### src/nct_pkg.sv
// Package: constants, opcode map and carrier types of the nibble transfer core
package nct_pkg;
    // ----------------------------------------------------------------
    // Widths and register map
    // ----------------------------------------------------------------
    localparam int PC_W = 13;
    localparam int AXI_AW = 8;
    localparam int DM_AW = 11;
    localparam logic [AXI_AW-1:0] ADDR_CTRL = 8'h00;
    localparam logic [AXI_AW-1:0] ADDR_BANK = 8'h04;
    localparam logic [AXI_AW-1:0] ADDR_PC = 8'h08;
    localparam logic [AXI_AW-1:0] ADDR_REGS = 8'h0c;
    localparam logic [AXI_AW-1:0] ADDR_STAT = 8'h10;
    localparam int CTRL_RUN_BIT = 0;
    localparam int CTRL_MBE_BIT = 1;
    localparam int CTRL_PCC_LSB = 4;
    localparam logic [1:0] RESP_OKAY = 2'h0;
    localparam logic [1:0] RESP_SLVERR = 2'h2;
    // Machine cycle length in CLK_I periods minus one, per clock setting
    localparam logic [3:0] CPU_DIV_M1 [0:3] = '{4'h7, 4'h3, 4'h1, 4'h0};
    // ----------------------------------------------------------------
    // Banks, pointer wrap values, register indices
    // ----------------------------------------------------------------
    localparam logic [3:0] BANK_ZERO = 4'h0;
    localparam logic [3:0] BANK_TOP = 4'hf;
    localparam logic [3:0] L_WRAP_INC = 4'h0;
    localparam logic [3:0] L_WRAP_DEC = 4'hf;
    localparam logic [2:0] REG_X = 3'h0;
    localparam logic [2:0] REG_A = 3'h1;
    localparam logic [2:0] REG_D = 3'h4;
    localparam logic [2:0] REG_E = 3'h5;
    localparam logic [2:0] REG_H = 3'h6;
    localparam logic [2:0] REG_L = 3'h7;
    // ----------------------------------------------------------------
    // Opcode classes (high nibble) and memory sub-codes (low nibble)
    // ----------------------------------------------------------------
    localparam logic [3:0] CLS_MOV_A_IMM = 4'h1;
    localparam logic [3:0] CLS_MOV_IMM = 4'h2;
    localparam logic [3:0] CLS_MOV_MEM = 4'h3;
    localparam logic [3:0] CLS_MOV_REG = 4'h4;
    localparam logic [3:0] CLS_MOV_PAIR = 4'h5;
    localparam logic [3:0] CLS_XCH_MEM = 4'h6;
    localparam logic [3:0] CLS_XCH_REG = 4'h7;
    localparam logic [3:0] CLS_LONG = 4'he;
    localparam logic [3:0] SUB_HL = 4'h0;
    localparam logic [3:0] SUB_HL_INC = 4'h1;
    localparam logic [3:0] SUB_HL_DEC = 4'h2;
    localparam logic [3:0] SUB_DE = 4'h3;
    localparam logic [3:0] SUB_DL = 4'h4;
    localparam logic [3:0] SUB_HL_XA = 4'h5;
    localparam logic [3:0] SUB_ST_HL_A = 4'h6;
    localparam logic [3:0] SUB_ST_HL_XA = 4'h7;
    localparam logic [3:0] SUB_MEM_A = 4'h8;
    localparam logic [3:0] SUB_MEM_XA = 4'h9;
    localparam logic [3:0] SUB_ST_MEM_A = 4'ha;
    localparam logic [3:0] SUB_ST_MEM_XA = 4'hb;
    localparam logic [7:0] OP_MOV_XA_IMM = 8'h28;
    localparam logic [7:0] OP_MOV_HL_IMM = 8'h2b;
    localparam logic [1:0] CNT_1 = 2'h1;
    localparam logic [1:0] CNT_2 = 2'h2;
    localparam logic [1:0] CNT_3 = 2'h3;
    localparam logic [1:0] STR_NONE = 2'h0;
    localparam logic [1:0] STR_A = 2'h1;
    localparam logic [1:0] STR_B = 2'h2;
    // ----------------------------------------------------------------
    // Types
    // ----------------------------------------------------------------
    typedef struct packed {logic [1:0] len; logic [1:0] cyc;} nct_lc_s;
    typedef enum logic [1:0] {PH_EXEC, PH_SKIP, PH_SKIP2} nct_phase_e;
    typedef struct packed {
        logic awvalid; logic [AXI_AW-1:0] awaddr; logic wvalid; logic [31:0] wdata;
        logic [3:0] wstrb; logic bready; logic arvalid; logic [AXI_AW-1:0] araddr;
        logic rready;
    } nct_axi_req_s;
    typedef struct packed {
        logic awready; logic wready; logic bvalid; logic [1:0] bresp; logic arready;
        logic rvalid; logic [31:0] rdata; logic [1:0] rresp;
    } nct_axi_rsp_s;
    typedef struct packed {logic [DM_AW-1:0] addr; logic [7:0] wdata; logic [1:0] we;} nct_dm_req_s;
    typedef struct packed {
        logic run; logic bank_enable_flag; logic [3:0] bank_select_reg; logic [1:0] cpu_clock_ctrl; logic [3:0] div;
        logic [PC_W-1:0] pc; logic [7:0][3:0] rf; nct_phase_e phase; logic [1:0] cnt;
        logic [7:0] op; logic [1:0] strg;
        logic aw_got; logic [AXI_AW-1:0] awaddr; logic w_got; logic [31:0] wdata;
        logic [3:0] wstrb; logic bvalid; logic [1:0] bresp; logic rvalid;
        logic [31:0] rdata; logic [1:0] rresp;
    } nct_state_s;
    localparam nct_state_s NCT_STATE_RST = '0;

    // Byte length and machine cycle count of an opcode
    function automatic nct_lc_s nct_len_cyc(input logic [7:0] op);
        nct_lc_s r;
        r = '{len: CNT_1, cyc: CNT_1};
        case (op[7:4])
            CLS_MOV_IMM, CLS_MOV_REG, CLS_MOV_PAIR: r = '{len: CNT_2, cyc: CNT_2};
            CLS_MOV_MEM, CLS_XCH_MEM: begin
                if (op[3:0] == SUB_HL_INC || op[3:0] == SUB_HL_DEC) begin
                    r = '{len: CNT_1, cyc: CNT_2};
                end else if (op[3:0] == SUB_HL_XA || op[3:0] == SUB_ST_HL_XA || op[3]) begin
                    r = '{len: CNT_2, cyc: CNT_2};
                end
            end
            CLS_XCH_REG: if (op[3]) r = '{len: CNT_2, cyc: CNT_2};
            CLS_LONG: r = '{len: CNT_3, cyc: CNT_3};
            default: r = '{len: CNT_1, cyc: CNT_1};
        endcase
        return r;
    endfunction
endpackage

### src/nct_core.sv
// Nibble core: transfer/exchange execution, skip timing, bank selection, AXI4-Lite control
`timescale 1ns/1ps
`default_nettype none
module nct_core #(
    parameter int PROG_WORDS = 8192
) (
    input wire logic CLK_I,
    input wire logic RST_I,
    input wire logic CE_I,
    input wire nct_pkg::nct_axi_req_s AXI_REQ_I,
    output var nct_pkg::nct_axi_rsp_s AXI_RSP_O,
    output var logic [nct_pkg::PC_W-1:0] PM_ADDR_O,
    input wire logic [7:0] PM_DATA_I,
    output var nct_pkg::nct_dm_req_s DM_REQ_O,
    input wire logic [7:0] DM_RDATA_I,
    output var logic MCYCLE_O,
    output var logic SKIP_O
);
    import nct_pkg::*;

    nct_state_s s_r;
    nct_state_s s_nxt;
    logic tick, run_tick, is_last, suppress, wide, wr_fire;
    logic [7:0] op;
    logic [3:0] sub, bank_hl, bank_mem, nib, a, x, l_new;
    logic [11:0] nib_addr;
    logic [1:0] grp, lane;
    logic [31:0] wmask, wimg;
    nct_lc_s lc, lc_skip;

    // ----------------------------------------------------------------
    // Helpers
    // ----------------------------------------------------------------
    function automatic logic [PC_W-1:0] pc_add(input logic [PC_W-1:0] pc, input logic [1:0] inc);
        logic [PC_W:0] sum;
        sum = {1'b0, pc} + {{(PC_W-1){1'b0}}, inc};
        if (sum >= PROG_WORDS[PC_W:0]) begin
            sum = sum - PROG_WORDS[PC_W:0];
        end
        return sum[PC_W-1:0];
    endfunction

    // Only banks 0, 1 and 15 exist; anything else lands on 15
    function automatic logic [3:0] mbs_legal(input logic [3:0] bank_select_reg);
        return (bank_select_reg[3:1] == 3'h0) ? bank_select_reg : BANK_TOP;
    endfunction

    function automatic logic addr_hit(input logic [AXI_AW-1:0] adr);
        return adr == ADDR_CTRL || adr == ADDR_BANK || adr == ADDR_PC || adr == ADDR_REGS
            || adr == ADDR_STAT;
    endfunction

    function automatic logic [31:0] reg_image(input nct_state_s st, input logic [AXI_AW-1:0] adr);
        logic [31:0] img;
        img = 32'h0;
        case (adr)
            ADDR_CTRL: begin
                img[CTRL_RUN_BIT] = st.run;
                img[CTRL_MBE_BIT] = st.bank_enable_flag;
                img[CTRL_PCC_LSB +: 2] = st.cpu_clock_ctrl;
            end
            ADDR_BANK: img[3:0] = st.bank_select_reg;
            ADDR_PC: img[PC_W-1:0] = st.pc;
            ADDR_REGS: img = st.rf;
            ADDR_STAT: img[5:0] = {st.cnt, st.strg, st.phase};
            default: img = 32'h0;
        endcase
        return img;
    endfunction

    generate
        for (genvar i = 0; i < 4; i++) begin : g_mask
            assign wmask[8*i +: 8] = {8{s_r.wstrb[i]}};
        end
    endgenerate

    // ----------------------------------------------------------------
    // Next-state logic
    // ----------------------------------------------------------------
    always_comb begin
        s_nxt = s_r;
        tick = (s_r.div == 4'h0);
        run_tick = tick && s_r.run;
        op = (s_r.cnt == 2'h0) ? PM_DATA_I : s_r.op;
        sub = op[3:0];
        lc = nct_len_cyc(op);
        lc_skip = nct_len_cyc(PM_DATA_I);
        is_last = (s_r.cnt == lc.cyc - CNT_1);
        a = s_r.rf[REG_A];
        x = s_r.rf[REG_X];
        l_new = s_r.rf[REG_L];
        grp = (op[7:4] == CLS_MOV_A_IMM || op == OP_MOV_XA_IMM) ? STR_A
            : ((op == OP_MOV_HL_IMM) ? STR_B : STR_NONE);
        suppress = (grp != STR_NONE) && (grp == s_r.strg);
        bank_hl = s_r.bank_enable_flag ? mbs_legal(s_r.bank_select_reg) : BANK_ZERO;
        bank_mem = s_r.bank_enable_flag ? mbs_legal(s_r.bank_select_reg) : (PM_DATA_I[7] ? BANK_TOP : BANK_ZERO);
        case (sub)
            SUB_DE: nib_addr = {BANK_ZERO, s_r.rf[REG_D], s_r.rf[REG_E]};
            SUB_DL: nib_addr = {BANK_ZERO, s_r.rf[REG_D], s_r.rf[REG_L]};
            SUB_MEM_A, SUB_MEM_XA, SUB_ST_MEM_A, SUB_ST_MEM_XA: nib_addr = {bank_mem, PM_DATA_I};
            default: nib_addr = {bank_hl, s_r.rf[REG_H], s_r.rf[REG_L]};
        endcase
        wide = (sub == SUB_HL_XA || sub == SUB_ST_HL_XA || sub == SUB_MEM_XA
            || sub == SUB_ST_MEM_XA);
        lane = nib_addr[0] ? 2'h2 : 2'h1;
        nib = nib_addr[0] ? DM_RDATA_I[7:4] : DM_RDATA_I[3:0];
        DM_REQ_O.addr = nib_addr[11:1];
        DM_REQ_O.wdata = wide ? {x, a} : {a, a};
        DM_REQ_O.we = 2'h0;
        s_nxt.div = tick ? CPU_DIV_M1[s_r.cpu_clock_ctrl] : s_r.div - 4'h1;

        // Instruction execution, one step per machine cycle
        if (run_tick && s_r.phase == PH_EXEC) begin
            if (s_r.cnt == 2'h0) begin
                s_nxt.op = PM_DATA_I;
            end
            if (!is_last) begin
                s_nxt.cnt = s_r.cnt + CNT_1;
            end else begin
                s_nxt.cnt = 2'h0;
                s_nxt.pc = pc_add(s_r.pc, lc.len);
                s_nxt.strg = grp;
                if (!suppress) begin
                    case (op[7:4])
                        CLS_MOV_A_IMM: s_nxt.rf[REG_A] = sub;
                        CLS_MOV_IMM: begin
                            if (!sub[3]) begin
                                s_nxt.rf[sub[2:0]] = PM_DATA_I[3:0];
                            end else if (!sub[2]) begin
                                s_nxt.rf[{sub[1:0], 1'b0}] = PM_DATA_I[7:4];
                                s_nxt.rf[{sub[1:0], 1'b1}] = PM_DATA_I[3:0];
                            end
                        end
                        CLS_MOV_MEM: begin
                            case (sub)
                                SUB_HL, SUB_HL_INC, SUB_HL_DEC, SUB_DE, SUB_DL, SUB_MEM_A: begin
                                    s_nxt.rf[REG_A] = nib;
                                end
                                SUB_HL_XA, SUB_MEM_XA: begin
                                    s_nxt.rf[REG_A] = DM_RDATA_I[3:0];
                                    s_nxt.rf[REG_X] = DM_RDATA_I[7:4];
                                end
                                SUB_ST_HL_A, SUB_ST_MEM_A: DM_REQ_O.we = lane;
                                SUB_ST_HL_XA, SUB_ST_MEM_XA: DM_REQ_O.we = 2'h3;
                                default: DM_REQ_O.we = 2'h0;
                            endcase
                        end
                        CLS_XCH_MEM: begin
                            case (sub)
                                SUB_HL, SUB_HL_INC, SUB_HL_DEC, SUB_DE, SUB_DL, SUB_MEM_A: begin
                                    s_nxt.rf[REG_A] = nib;
                                    DM_REQ_O.we = lane;
                                end
                                SUB_HL_XA, SUB_MEM_XA: begin
                                    s_nxt.rf[REG_A] = DM_RDATA_I[3:0];
                                    s_nxt.rf[REG_X] = DM_RDATA_I[7:4];
                                    DM_REQ_O.we = 2'h3;
                                end
                                default: DM_REQ_O.we = 2'h0;
                            endcase
                        end
                        CLS_MOV_REG: begin
                            if (!sub[3]) begin
                                s_nxt.rf[REG_A] = s_r.rf[sub[2:0]];
                            end else begin
                                s_nxt.rf[sub[2:0]] = a;
                            end
                        end
                        CLS_MOV_PAIR: begin
                            if (sub[3:2] == 2'b00) begin
                                s_nxt.rf[REG_X] = s_r.rf[{sub[1:0], 1'b0}];
                                s_nxt.rf[REG_A] = s_r.rf[{sub[1:0], 1'b1}];
                            end else if (sub[3:2] == 2'b01) begin
                                s_nxt.rf[{sub[1:0], 1'b0}] = x;
                                s_nxt.rf[{sub[1:0], 1'b1}] = a;
                            end
                        end
                        CLS_XCH_REG: begin
                            if (!sub[3]) begin
                                s_nxt.rf[sub[2:0]] = a;
                                s_nxt.rf[REG_A] = s_r.rf[sub[2:0]];
                            end else if (!sub[2]) begin
                                s_nxt.rf[{sub[1:0], 1'b0}] = x;
                                s_nxt.rf[{sub[1:0], 1'b1}] = a;
                                s_nxt.rf[REG_X] = s_r.rf[{sub[1:0], 1'b0}];
                                s_nxt.rf[REG_A] = s_r.rf[{sub[1:0], 1'b1}];
                            end
                        end
                        default: DM_REQ_O.we = 2'h0;
                    endcase
                    // Pointer post-step and wrap-driven skip
                    if (op[7:4] == CLS_MOV_MEM || op[7:4] == CLS_XCH_MEM) begin
                        if (sub == SUB_HL_INC) begin
                            l_new = s_r.rf[REG_L] + 4'h1;
                            s_nxt.rf[REG_L] = l_new;
                            if (l_new == L_WRAP_INC) begin
                                s_nxt.phase = PH_SKIP;
                            end
                        end else if (sub == SUB_HL_DEC) begin
                            l_new = s_r.rf[REG_L] - 4'h1;
                            s_nxt.rf[REG_L] = l_new;
                            if (l_new == L_WRAP_DEC) begin
                                s_nxt.phase = PH_SKIP;
                            end
                        end
                    end
                end
            end
        end else if (run_tick && s_r.phase == PH_SKIP) begin
            s_nxt.strg = STR_NONE;
            if (lc_skip.len == CNT_3) begin
                s_nxt.phase = PH_SKIP2;
            end else begin
                s_nxt.pc = pc_add(s_r.pc, lc_skip.len);
                s_nxt.phase = PH_EXEC;
            end
        end else if (run_tick && s_r.phase == PH_SKIP2) begin
            s_nxt.pc = pc_add(s_r.pc, CNT_3);
            s_nxt.phase = PH_EXEC;
        end
        if (!CE_I) begin
            DM_REQ_O.we = 2'h0;
        end

        // ------------------------------------------------------------
        // AXI4-Lite slave
        // ------------------------------------------------------------
        AXI_RSP_O.awready = !s_r.aw_got && !s_r.bvalid;
        AXI_RSP_O.wready = !s_r.w_got && !s_r.bvalid;
        AXI_RSP_O.bvalid = s_r.bvalid;
        AXI_RSP_O.bresp = s_r.bresp;
        AXI_RSP_O.arready = !s_r.rvalid;
        AXI_RSP_O.rvalid = s_r.rvalid;
        AXI_RSP_O.rdata = s_r.rdata;
        AXI_RSP_O.rresp = s_r.rresp;
        if (AXI_REQ_I.awvalid && AXI_RSP_O.awready) begin
            s_nxt.aw_got = 1'b1;
            s_nxt.awaddr = AXI_REQ_I.awaddr;
        end
        if (AXI_REQ_I.wvalid && AXI_RSP_O.wready) begin
            s_nxt.w_got = 1'b1;
            s_nxt.wdata = AXI_REQ_I.wdata;
            s_nxt.wstrb = AXI_REQ_I.wstrb;
        end
        if (s_r.bvalid && AXI_REQ_I.bready) begin
            s_nxt.bvalid = 1'b0;
        end
        wr_fire = s_r.aw_got && s_r.w_got;
        wimg = (reg_image(s_r, s_r.awaddr) & ~wmask) | (s_r.wdata & wmask);
        if (wr_fire) begin
            s_nxt.aw_got = 1'b0;
            s_nxt.w_got = 1'b0;
            s_nxt.bvalid = 1'b1;
            s_nxt.bresp = addr_hit(s_r.awaddr) ? RESP_OKAY : RESP_SLVERR;
            case (s_r.awaddr)
                ADDR_CTRL: begin
                    s_nxt.run = wimg[CTRL_RUN_BIT];
                    s_nxt.bank_enable_flag = wimg[CTRL_MBE_BIT];
                    s_nxt.cpu_clock_ctrl = wimg[CTRL_PCC_LSB +: 2];
                end
                ADDR_BANK: s_nxt.bank_select_reg = wimg[3:0];
                ADDR_PC: begin
                    s_nxt.pc = pc_add(wimg[PC_W-1:0], 2'h0);
                    s_nxt.phase = PH_EXEC;
                    s_nxt.cnt = 2'h0;
                    s_nxt.strg = STR_NONE;
                end
                default: s_nxt.bresp = s_nxt.bresp;
            endcase
        end
        if (s_r.rvalid && AXI_REQ_I.rready) begin
            s_nxt.rvalid = 1'b0;
        end
        if (AXI_REQ_I.arvalid && AXI_RSP_O.arready) begin
            s_nxt.rvalid = 1'b1;
            s_nxt.rdata = reg_image(s_r, AXI_REQ_I.araddr);
            s_nxt.rresp = addr_hit(AXI_REQ_I.araddr) ? RESP_OKAY : RESP_SLVERR;
        end

        PM_ADDR_O = pc_add(s_r.pc, s_r.cnt);
        MCYCLE_O = run_tick && CE_I;
        SKIP_O = (s_r.phase != PH_EXEC);
    end

    // ----------------------------------------------------------------
    // State register
    // ----------------------------------------------------------------
    always_ff @(posedge CLK_I) begin
        if (RST_I) begin
            s_r <= NCT_STATE_RST;
        end else if (CE_I) begin
            s_r <= s_nxt;
        end
    end
endmodule // nct_core
`default_nettype wire

### config.mk
export PLATFORM = sky130hd
export DESIGN_NAME = nct_core
export DESIGN_NICKNAME = d
export VERILOG_FILES = /design/src/nct_pkg.sv /design/src/nct_core.sv
export SDC_FILE = /design/constraint.sdc
export NUM_CORES = 1
export LEC_CHECK = 0
export BUFFER_PORTS_ARGS = -buffer_cell sky130_fd_sc_hd__buf_2
export CORE_MARGIN = 1.5
export CORE_UTILIZATION = 53
export CTS_BUF_LIST = sky130_fd_sc_hd__clkbuf_16
export CTS_CLUSTER_SIZE = 20
export DETAILED_ROUTE_END_ITERATION = 7
export GPL_TIMING_DRIVEN = 0
export PLACE_DENSITY = 0.86
export SLEW_MARGIN = 20
export SYNTH_ARGS = -nofsm -noshare
export SYNTH_HDL_FRONTEND = slang
export SYNTH_SLANG_ARGS = --single-unit
### constraint.sdc
create_clock -name CLK_I -period 4.2 [get_ports CLK_I]
set_clock_uncertainty 0.2 [all_clocks]
set_input_delay 0.84 -clock CLK_I [delete_from_list [all_inputs] [get_ports CLK_I]]
set_output_delay 0.84 -clock CLK_I [all_outputs]
set_load 0.03 [all_outputs]
==> metrics, run 1 <==
status finished with violations; violated checks design-rule violations, negative setup slack; period utilization 1.040; Ports 153; Finished Core Util 0.6654; Yosys top cell area share 0.2691; Synth Flop Type dfxtp_1; Initial Util 0.5430; initial antenna violation count 0; first-pass GRT wire length 60660 microns; PD cells 285.0 nW/um^2; Critical Path End Type primary output; final worst slack -168.1 ps; Final Instance Area 12030 sq um; H-tree levels 4; Final Routed Wirelength 40770 microns; die area 19360 sq um; largest net degree at the start of global routing 20; register area share after synthesis 0.2691; max-slew violations 0; Max VDD drop 298.1 uV; drt drc 10; Async SR Flop Fraction 0; CP max FO 8; CTS Buf Count 17; Gate Count Post-Synth 1313; IO buf count 125; Max Fclk 0.2289 GHz; fraction of layout instances using a drive strength above 1 0.2347; Distinct cells, synth 92; Tightest Pin Transition 1056 ps; cell row count 49; register bit total from synthesis 132; Slew headroom 0.2905; iteration-0 DRC count of the detailed router 2205; final hold violation count 0; CTS clk-pin slew, worst paths 60 ps; All-Layer GR Usage 0.4036; ANT cells 0; synth top area cells dfxtp_1, nand2_1, a21oi_1; DR pass1 iterations 8; Post-synth top cells nand2_1, dfxtp_1, a21oi_1; Area growth, synth to finish 22.54%; class of the worst hold path reg -> reg; Clock Sinks 132; Tmin final 4368 ps; clk_lat worst skew 440 ps; most common cell in the netlist nand2_1; WL per Instance 23.52 microns; Setup CP Type reg -> out; post-route ant nets 0; Post-DP Area 10770 sq um; global route total overflow 0; die extent in x 139.1 microns; hold_buf cts 0; Bufs on Longest Clock Path 2; max-cap viol count 0; Vias/cell 6.984; syn avg cell area 7.480 sq um; cell accounting for the most synthesized area dfxtp_1; CTS root buf clkbuf_16; endpoints failing setup 17; gp weighted congestion 1.087; final net count 1581; Synth Cell Area 9821 sq um; total core area 18090 sq um; CP arrival 3330 ps; RSZ-0062 raised after global routing yes; EDFF count, synth 0; Critical Path RT 3160 ps; CP startpoint kind flip-flop; routed via count 12100; CTS tree built; Leak 4.620 nW; vias in the first global route 10690; Final HPWL DP 29060 microns; post-place setup slack -953.8 ps; die height 139.1 microns; YS warnings 0
-- power by group --
group,total (mW),internal (mW),switching [mW]
Combinational,0.568,0.190,0.378
Clock,1.57,0.891,0.678
Sequential,1.29,1.27,0.0191
Total,3.43,2.36,1.07
-- cell usage in the layout, fill, tap and decap left out, types with 29 or more instances in the layout --
| master | n |
|---|---|
| o22ai_1 | 36 |
| nor3_1 | 36 |
| mux2i_1 | 31 |
| nand3_1 | 46 |
| clkbuf_1 | 72 |
| nand2_1 | 163 |
| inv_1 | 29 |
| o21ai_0 | 62 |
| a21oi_1 | 117 |
| buf_2 | 126 |
| buf_4 | 78 |
| dfxtp_1 | 130 |
| nor2_1 | 107 |
| a22oi_1 | 58 |
-- area by class of cell --
type                       instances  area [sq um]
clock buffer                      17         425.4
fill                            1533          6052
multi-input combinational       1002          6685
inverter                          31         123.9
tap                              229         286.5
timing repair buffer             161         912.1
clock inverter                    15         171.4
buffer                           146         779.5
sequential                       132          2650
-- flip-flops by register name (all words and copies together), names as in the netlist, named ones only --
signal	count
a	4
AXI_RSP_O	36
s_r	88
-- critical path, cell delays in order (launching register included) --
cell and delay (ps):
dfxtp_4 370, inv_6 40, ha_4 180, buf_8 150
buf_4 140, nand2b_1 150, a21oi_2 190, o31ai_4 110
or4_4 540, a211oi_4 320, o21ai_4 100, nor2_4 170
nand2_4 90, a21oi_2 170, buf_6 150
-- worst paths after layout --
check / depth (start not counted) / startpoint / to / slack, ps
max: 14 / s_r[94]$_SDFFE_PP0P_ / DM_REQ_O[1] / -170
min: 2 / s_r[80]$_SDFFE_PP0P_ / s_r[80]$_SDFFE_PP0P_ / 250
max reg2reg: 14 / s_r[94]$_SDFFE_PP0P_ / s_r[123]$_SDFFE_PP0P_ / -150
min reg2reg: 2 / s_r[80]$_SDFFE_PP0P_ / s_r[80]$_SDFFE_PP0P_ / 250
-- timing repair --
action,4_1_cts,5_1_grt
buffers inserted,19,17
endpoints found under the setup margin,60,43
pin swaps,10,14
resized for setup,75,35
gates cloned,0,0
-- metal layers --
metal	GRT usage	vias to the layer above	share of wire
met1	0.5042	5492	0.35
met3	0.1032	320	0.14
met2	0.6176	1108	0.42
li1	-	5183	-
met4	0.2637	0	0.085
met5	0	-	0
-- metrics by stage --
step / total power [mW] / hold slack, ps / TNS [ps] / instances
detailed placement: 1.814 / 244.5 / -27570 / 1668
global route: 3.491 / 268.2 / -3478 / 1733
finish: 3.430 / 250.6 / -1652 / 1733
CTS: 3.362 / 253.5 / -201.3 / 1716
global placement: 1.807 / 240.9 / -24360 / 1668
floorplan: 1.648 / 230.8 / -31.31 / 1314
-- cells by family after synthesis --
| family | Yosys count | synth area share |
|---|---|---|
| other | 1 | 0.0003818 |
| adders and majority gates | 14 | 0.02013 |
| DFF | 132 | 0.2691 |
| buffers and inverters | 180 | 0.08702 |
| muxes | 62 | 0.08192 |
| AOI/OAI and AO/OA | 442 | 0.3008 |
| xor gates and xnor gates | 20 | 0.01784 |
| and+or+nand+nor | 462 | 0.2228 |
No activity file was read; power rests on OpenSTA's default activity.
==> run 2: changes to the inputs <==
--- a/constraint.sdc
+++ b/constraint.sdc
@@ -4,2 +4,2 @@
 set_output_delay 0.84 -clock CLK_I [all_outputs]
-set_load 0.03 [all_outputs]
+set_load 0.01 [all_outputs]
==> metrics, run 2 (synthesis gave the netlist of run 1 again) <==
initial antenna violation count 0 (unchanged); Initial Util 0.5430 (unchanged); H-tree levels 4 (unchanged); Final HPWL DP 31430 microns (was 29060 microns); Fillers 1563 (was 1533); leading cell type in the layout, fill and taps excluded nand2_1 (unchanged); Critical Path End Type primary output (unchanged); post-route ant nets 0 (unchanged); global route total overflow 0 (unchanged); iteration-0 DRC count of the detailed router 1682 (was 2205); IO buf count 125 (unchanged); Post-DP Area 10750 sq um (was 10770 sq um); Bufs on Longest Clock Path 2 (unchanged); number of flip-flops under the largest register name 88 (unchanged); vias in the first global route 11150 (was 10690); Final Routed Wirelength 43900 microns (was 40770 microns); Max VDD drop 274.0 uV (was 298.1 uV); routed via count 12020 (was 12100); drt drc 6 (was 10); DR pass1 iterations 8 (unchanged); class of the worst hold path reg -> reg (unchanged); die extent in x 139.1 microns (unchanged); Final Instance Area 12090 sq um (was 12030 sq um); Tmin final 4450 ps (was 4368 ps); WL per Instance 25.33 microns (was 23.52 microns); final net count 1581 (unchanged); PD cells 279.9 nW/um^2 (was 285.0 nW/um^2); Slew headroom 0.1634 (was 0.2905); gp weighted congestion 1.025 (was 1.087); status finished with violations (unchanged); Vias/cell 6.935 (was 6.984); die height 139.1 microns (unchanged); Post-Layout Cell Count 1733 (unchanged); Critical Path RT 3160 ps (about the same); RSZ-0062 raised after global routing yes (unchanged); Tightest Pin Transition 1255 ps (was 1056 ps); max-slew violations 0 (unchanged); CP arrival 3410 ps (was 3330 ps); Ports 153 (unchanged); endpoints failing setup 8 (was 17); CTS tree built (unchanged); die area 19360 sq um (unchanged); CTS Buf Count 17 (unchanged); largest net degree at the start of global routing 17 (was 20); All-Layer GR Usage 0.4481 (was 0.4036); total core area 18090 sq um (unchanged); CTS root buf clkbuf_16 (unchanged); cell row count 49 (unchanged); Reg with most FFs s_r (unchanged); CTS clk-pin slew, worst paths 70 ps (was 60 ps); CP startpoint kind flip-flop (unchanged); most frequent cells in the layout nand2_1, buf_2, dfxtp_1, a21oi_1, nor2_1 (was nand2_1, dfxtp_1, buf_2, a21oi_1, nor2_1); violated checks design-rule violations, negative setup slack (unchanged); final worst slack -250.4 ps (was -168.1 ps); clk_lat worst skew 440 ps (about the same); first-pass GRT wire length 66100 microns (was 60660 microns); fraction of layout instances using a drive strength above 1 0.2447 (was 0.2347); Clock Sinks 132 (unchanged); hold_buf cts 0 (unchanged); Multi-input gate area 6736 sq um (was 6685 sq um); ANT cells 0 (unchanged); Max Fclk 0.2247 GHz (was 0.2289 GHz); post-place setup slack -1151 ps (was -953.8 ps); Setup CP Type reg -> out (unchanged); dpl cells 1668 (unchanged); Power, Total 3.384 mW (was 3.430 mW); Area growth, synth to finish 23.10% (was 22.54%); Register Area 2650 sq um (unchanged); CP max FO 10 (was 8); Leak 4.663 nW (was 4.620 nW); final hold violation count 0 (unchanged); period utilization 1.060 (was 1.040); max-cap viol count 0 (unchanged)
==> run 2: changes by cell type in the layout (fill, tap and decap cells not counted), moves of 3 or more <==
cell      before  now
buf_2        126  131
clkbuf_1      72   67
clkbuf_2      10   14
nor3_1        36   33
nor3_2         4    7
==> run 2: worst paths after layout <==
path                           endpoint                       start  cells past startpoint  slack (ps)
max                         DM_REQ_O[1]        s_r[94]$_SDFFE_PP0P_                     15        -250
min          AXI_RSP_O[27]$_SDFFE_PP0P_  AXI_RSP_O[27]$_SDFFE_PP0P_                      2         250
max reg2reg        s_r[96]$_SDFFE_PP0P_        s_r[94]$_SDFFE_PP0P_                     15          30
min reg2reg  AXI_RSP_O[27]$_SDFFE_PP0P_  AXI_RSP_O[27]$_SDFFE_PP0P_                      2         250
==> run 2: power by group <==
group	total (mW)	switching (mW)	internal (mW)
registers	1.29	0.0197	1.27
logic	0.557	0.365	0.192
clock network	1.53	0.653	0.880
total	3.38	1.04	2.35
==> run 2: timing repair <==
item                                    4_1_cts  5_1_grt
cloned                                        1        0
buffers inserted                             20       15
pin swaps                                    13       12
resized for setup                            83       48
endpoints found under the setup margin       62       47
==> run 2: worst max-delay path, stage by stage (launching register included) <==
cell        delay (ps)
dfxtp_4            360
clkinvlp_4         110
ha_4               230
buf_8              160
buf_12             140
nand3b_1           150
a2bb2oi_4          220
a21oi_2             80
buf_4              160
o31ai_4            360
and4_4             330
o21ai_4             80
nor2_4             130
nand2_2             90
a21oi_1            200
buf_2              160
==> run 2: metrics by stage <==
stage | util | setup TNS (ps) | hold slack (ps)
floorplan | - | 0 | 230.8
global placement | 0.5939 | -29790 | 240.8
detailed placement | 0.5943 | -31500 | 245.2
CTS | 0.6544 | -486.3 | 252.5
global route | 0.6684 | -1812 | 264.0
finish | 0.6684 | -717.5 | 251.8
==> run 2: metal layers <==
| metal | part of all wire | vias to the layer above | track usage |
|---|---|---|---|
| met5 | 0 | - | 0 |
| met4 | 0.072 | 0 | 0.2520 |
| met3 | 0.13 | 260 | 0.1267 |
| met2 | 0.44 | 1011 | 0.7255 |
| met1 | 0.36 | 5544 | 0.5359 |
| li1 | - | 5204 | - |
==> run 2: final cells by class <==
class,instances,share of cell area
Sequential cell,132,0.2192
Buffer,146,0.06551
Tap cell,229,0.02370
Clock inverter,15,0.01294
Multi-Input combinational cell,1002,0.5572
Clock buffer,17,0.03519
Inverter,31,0.01014
Timing Repair Buffer,161,0.07607
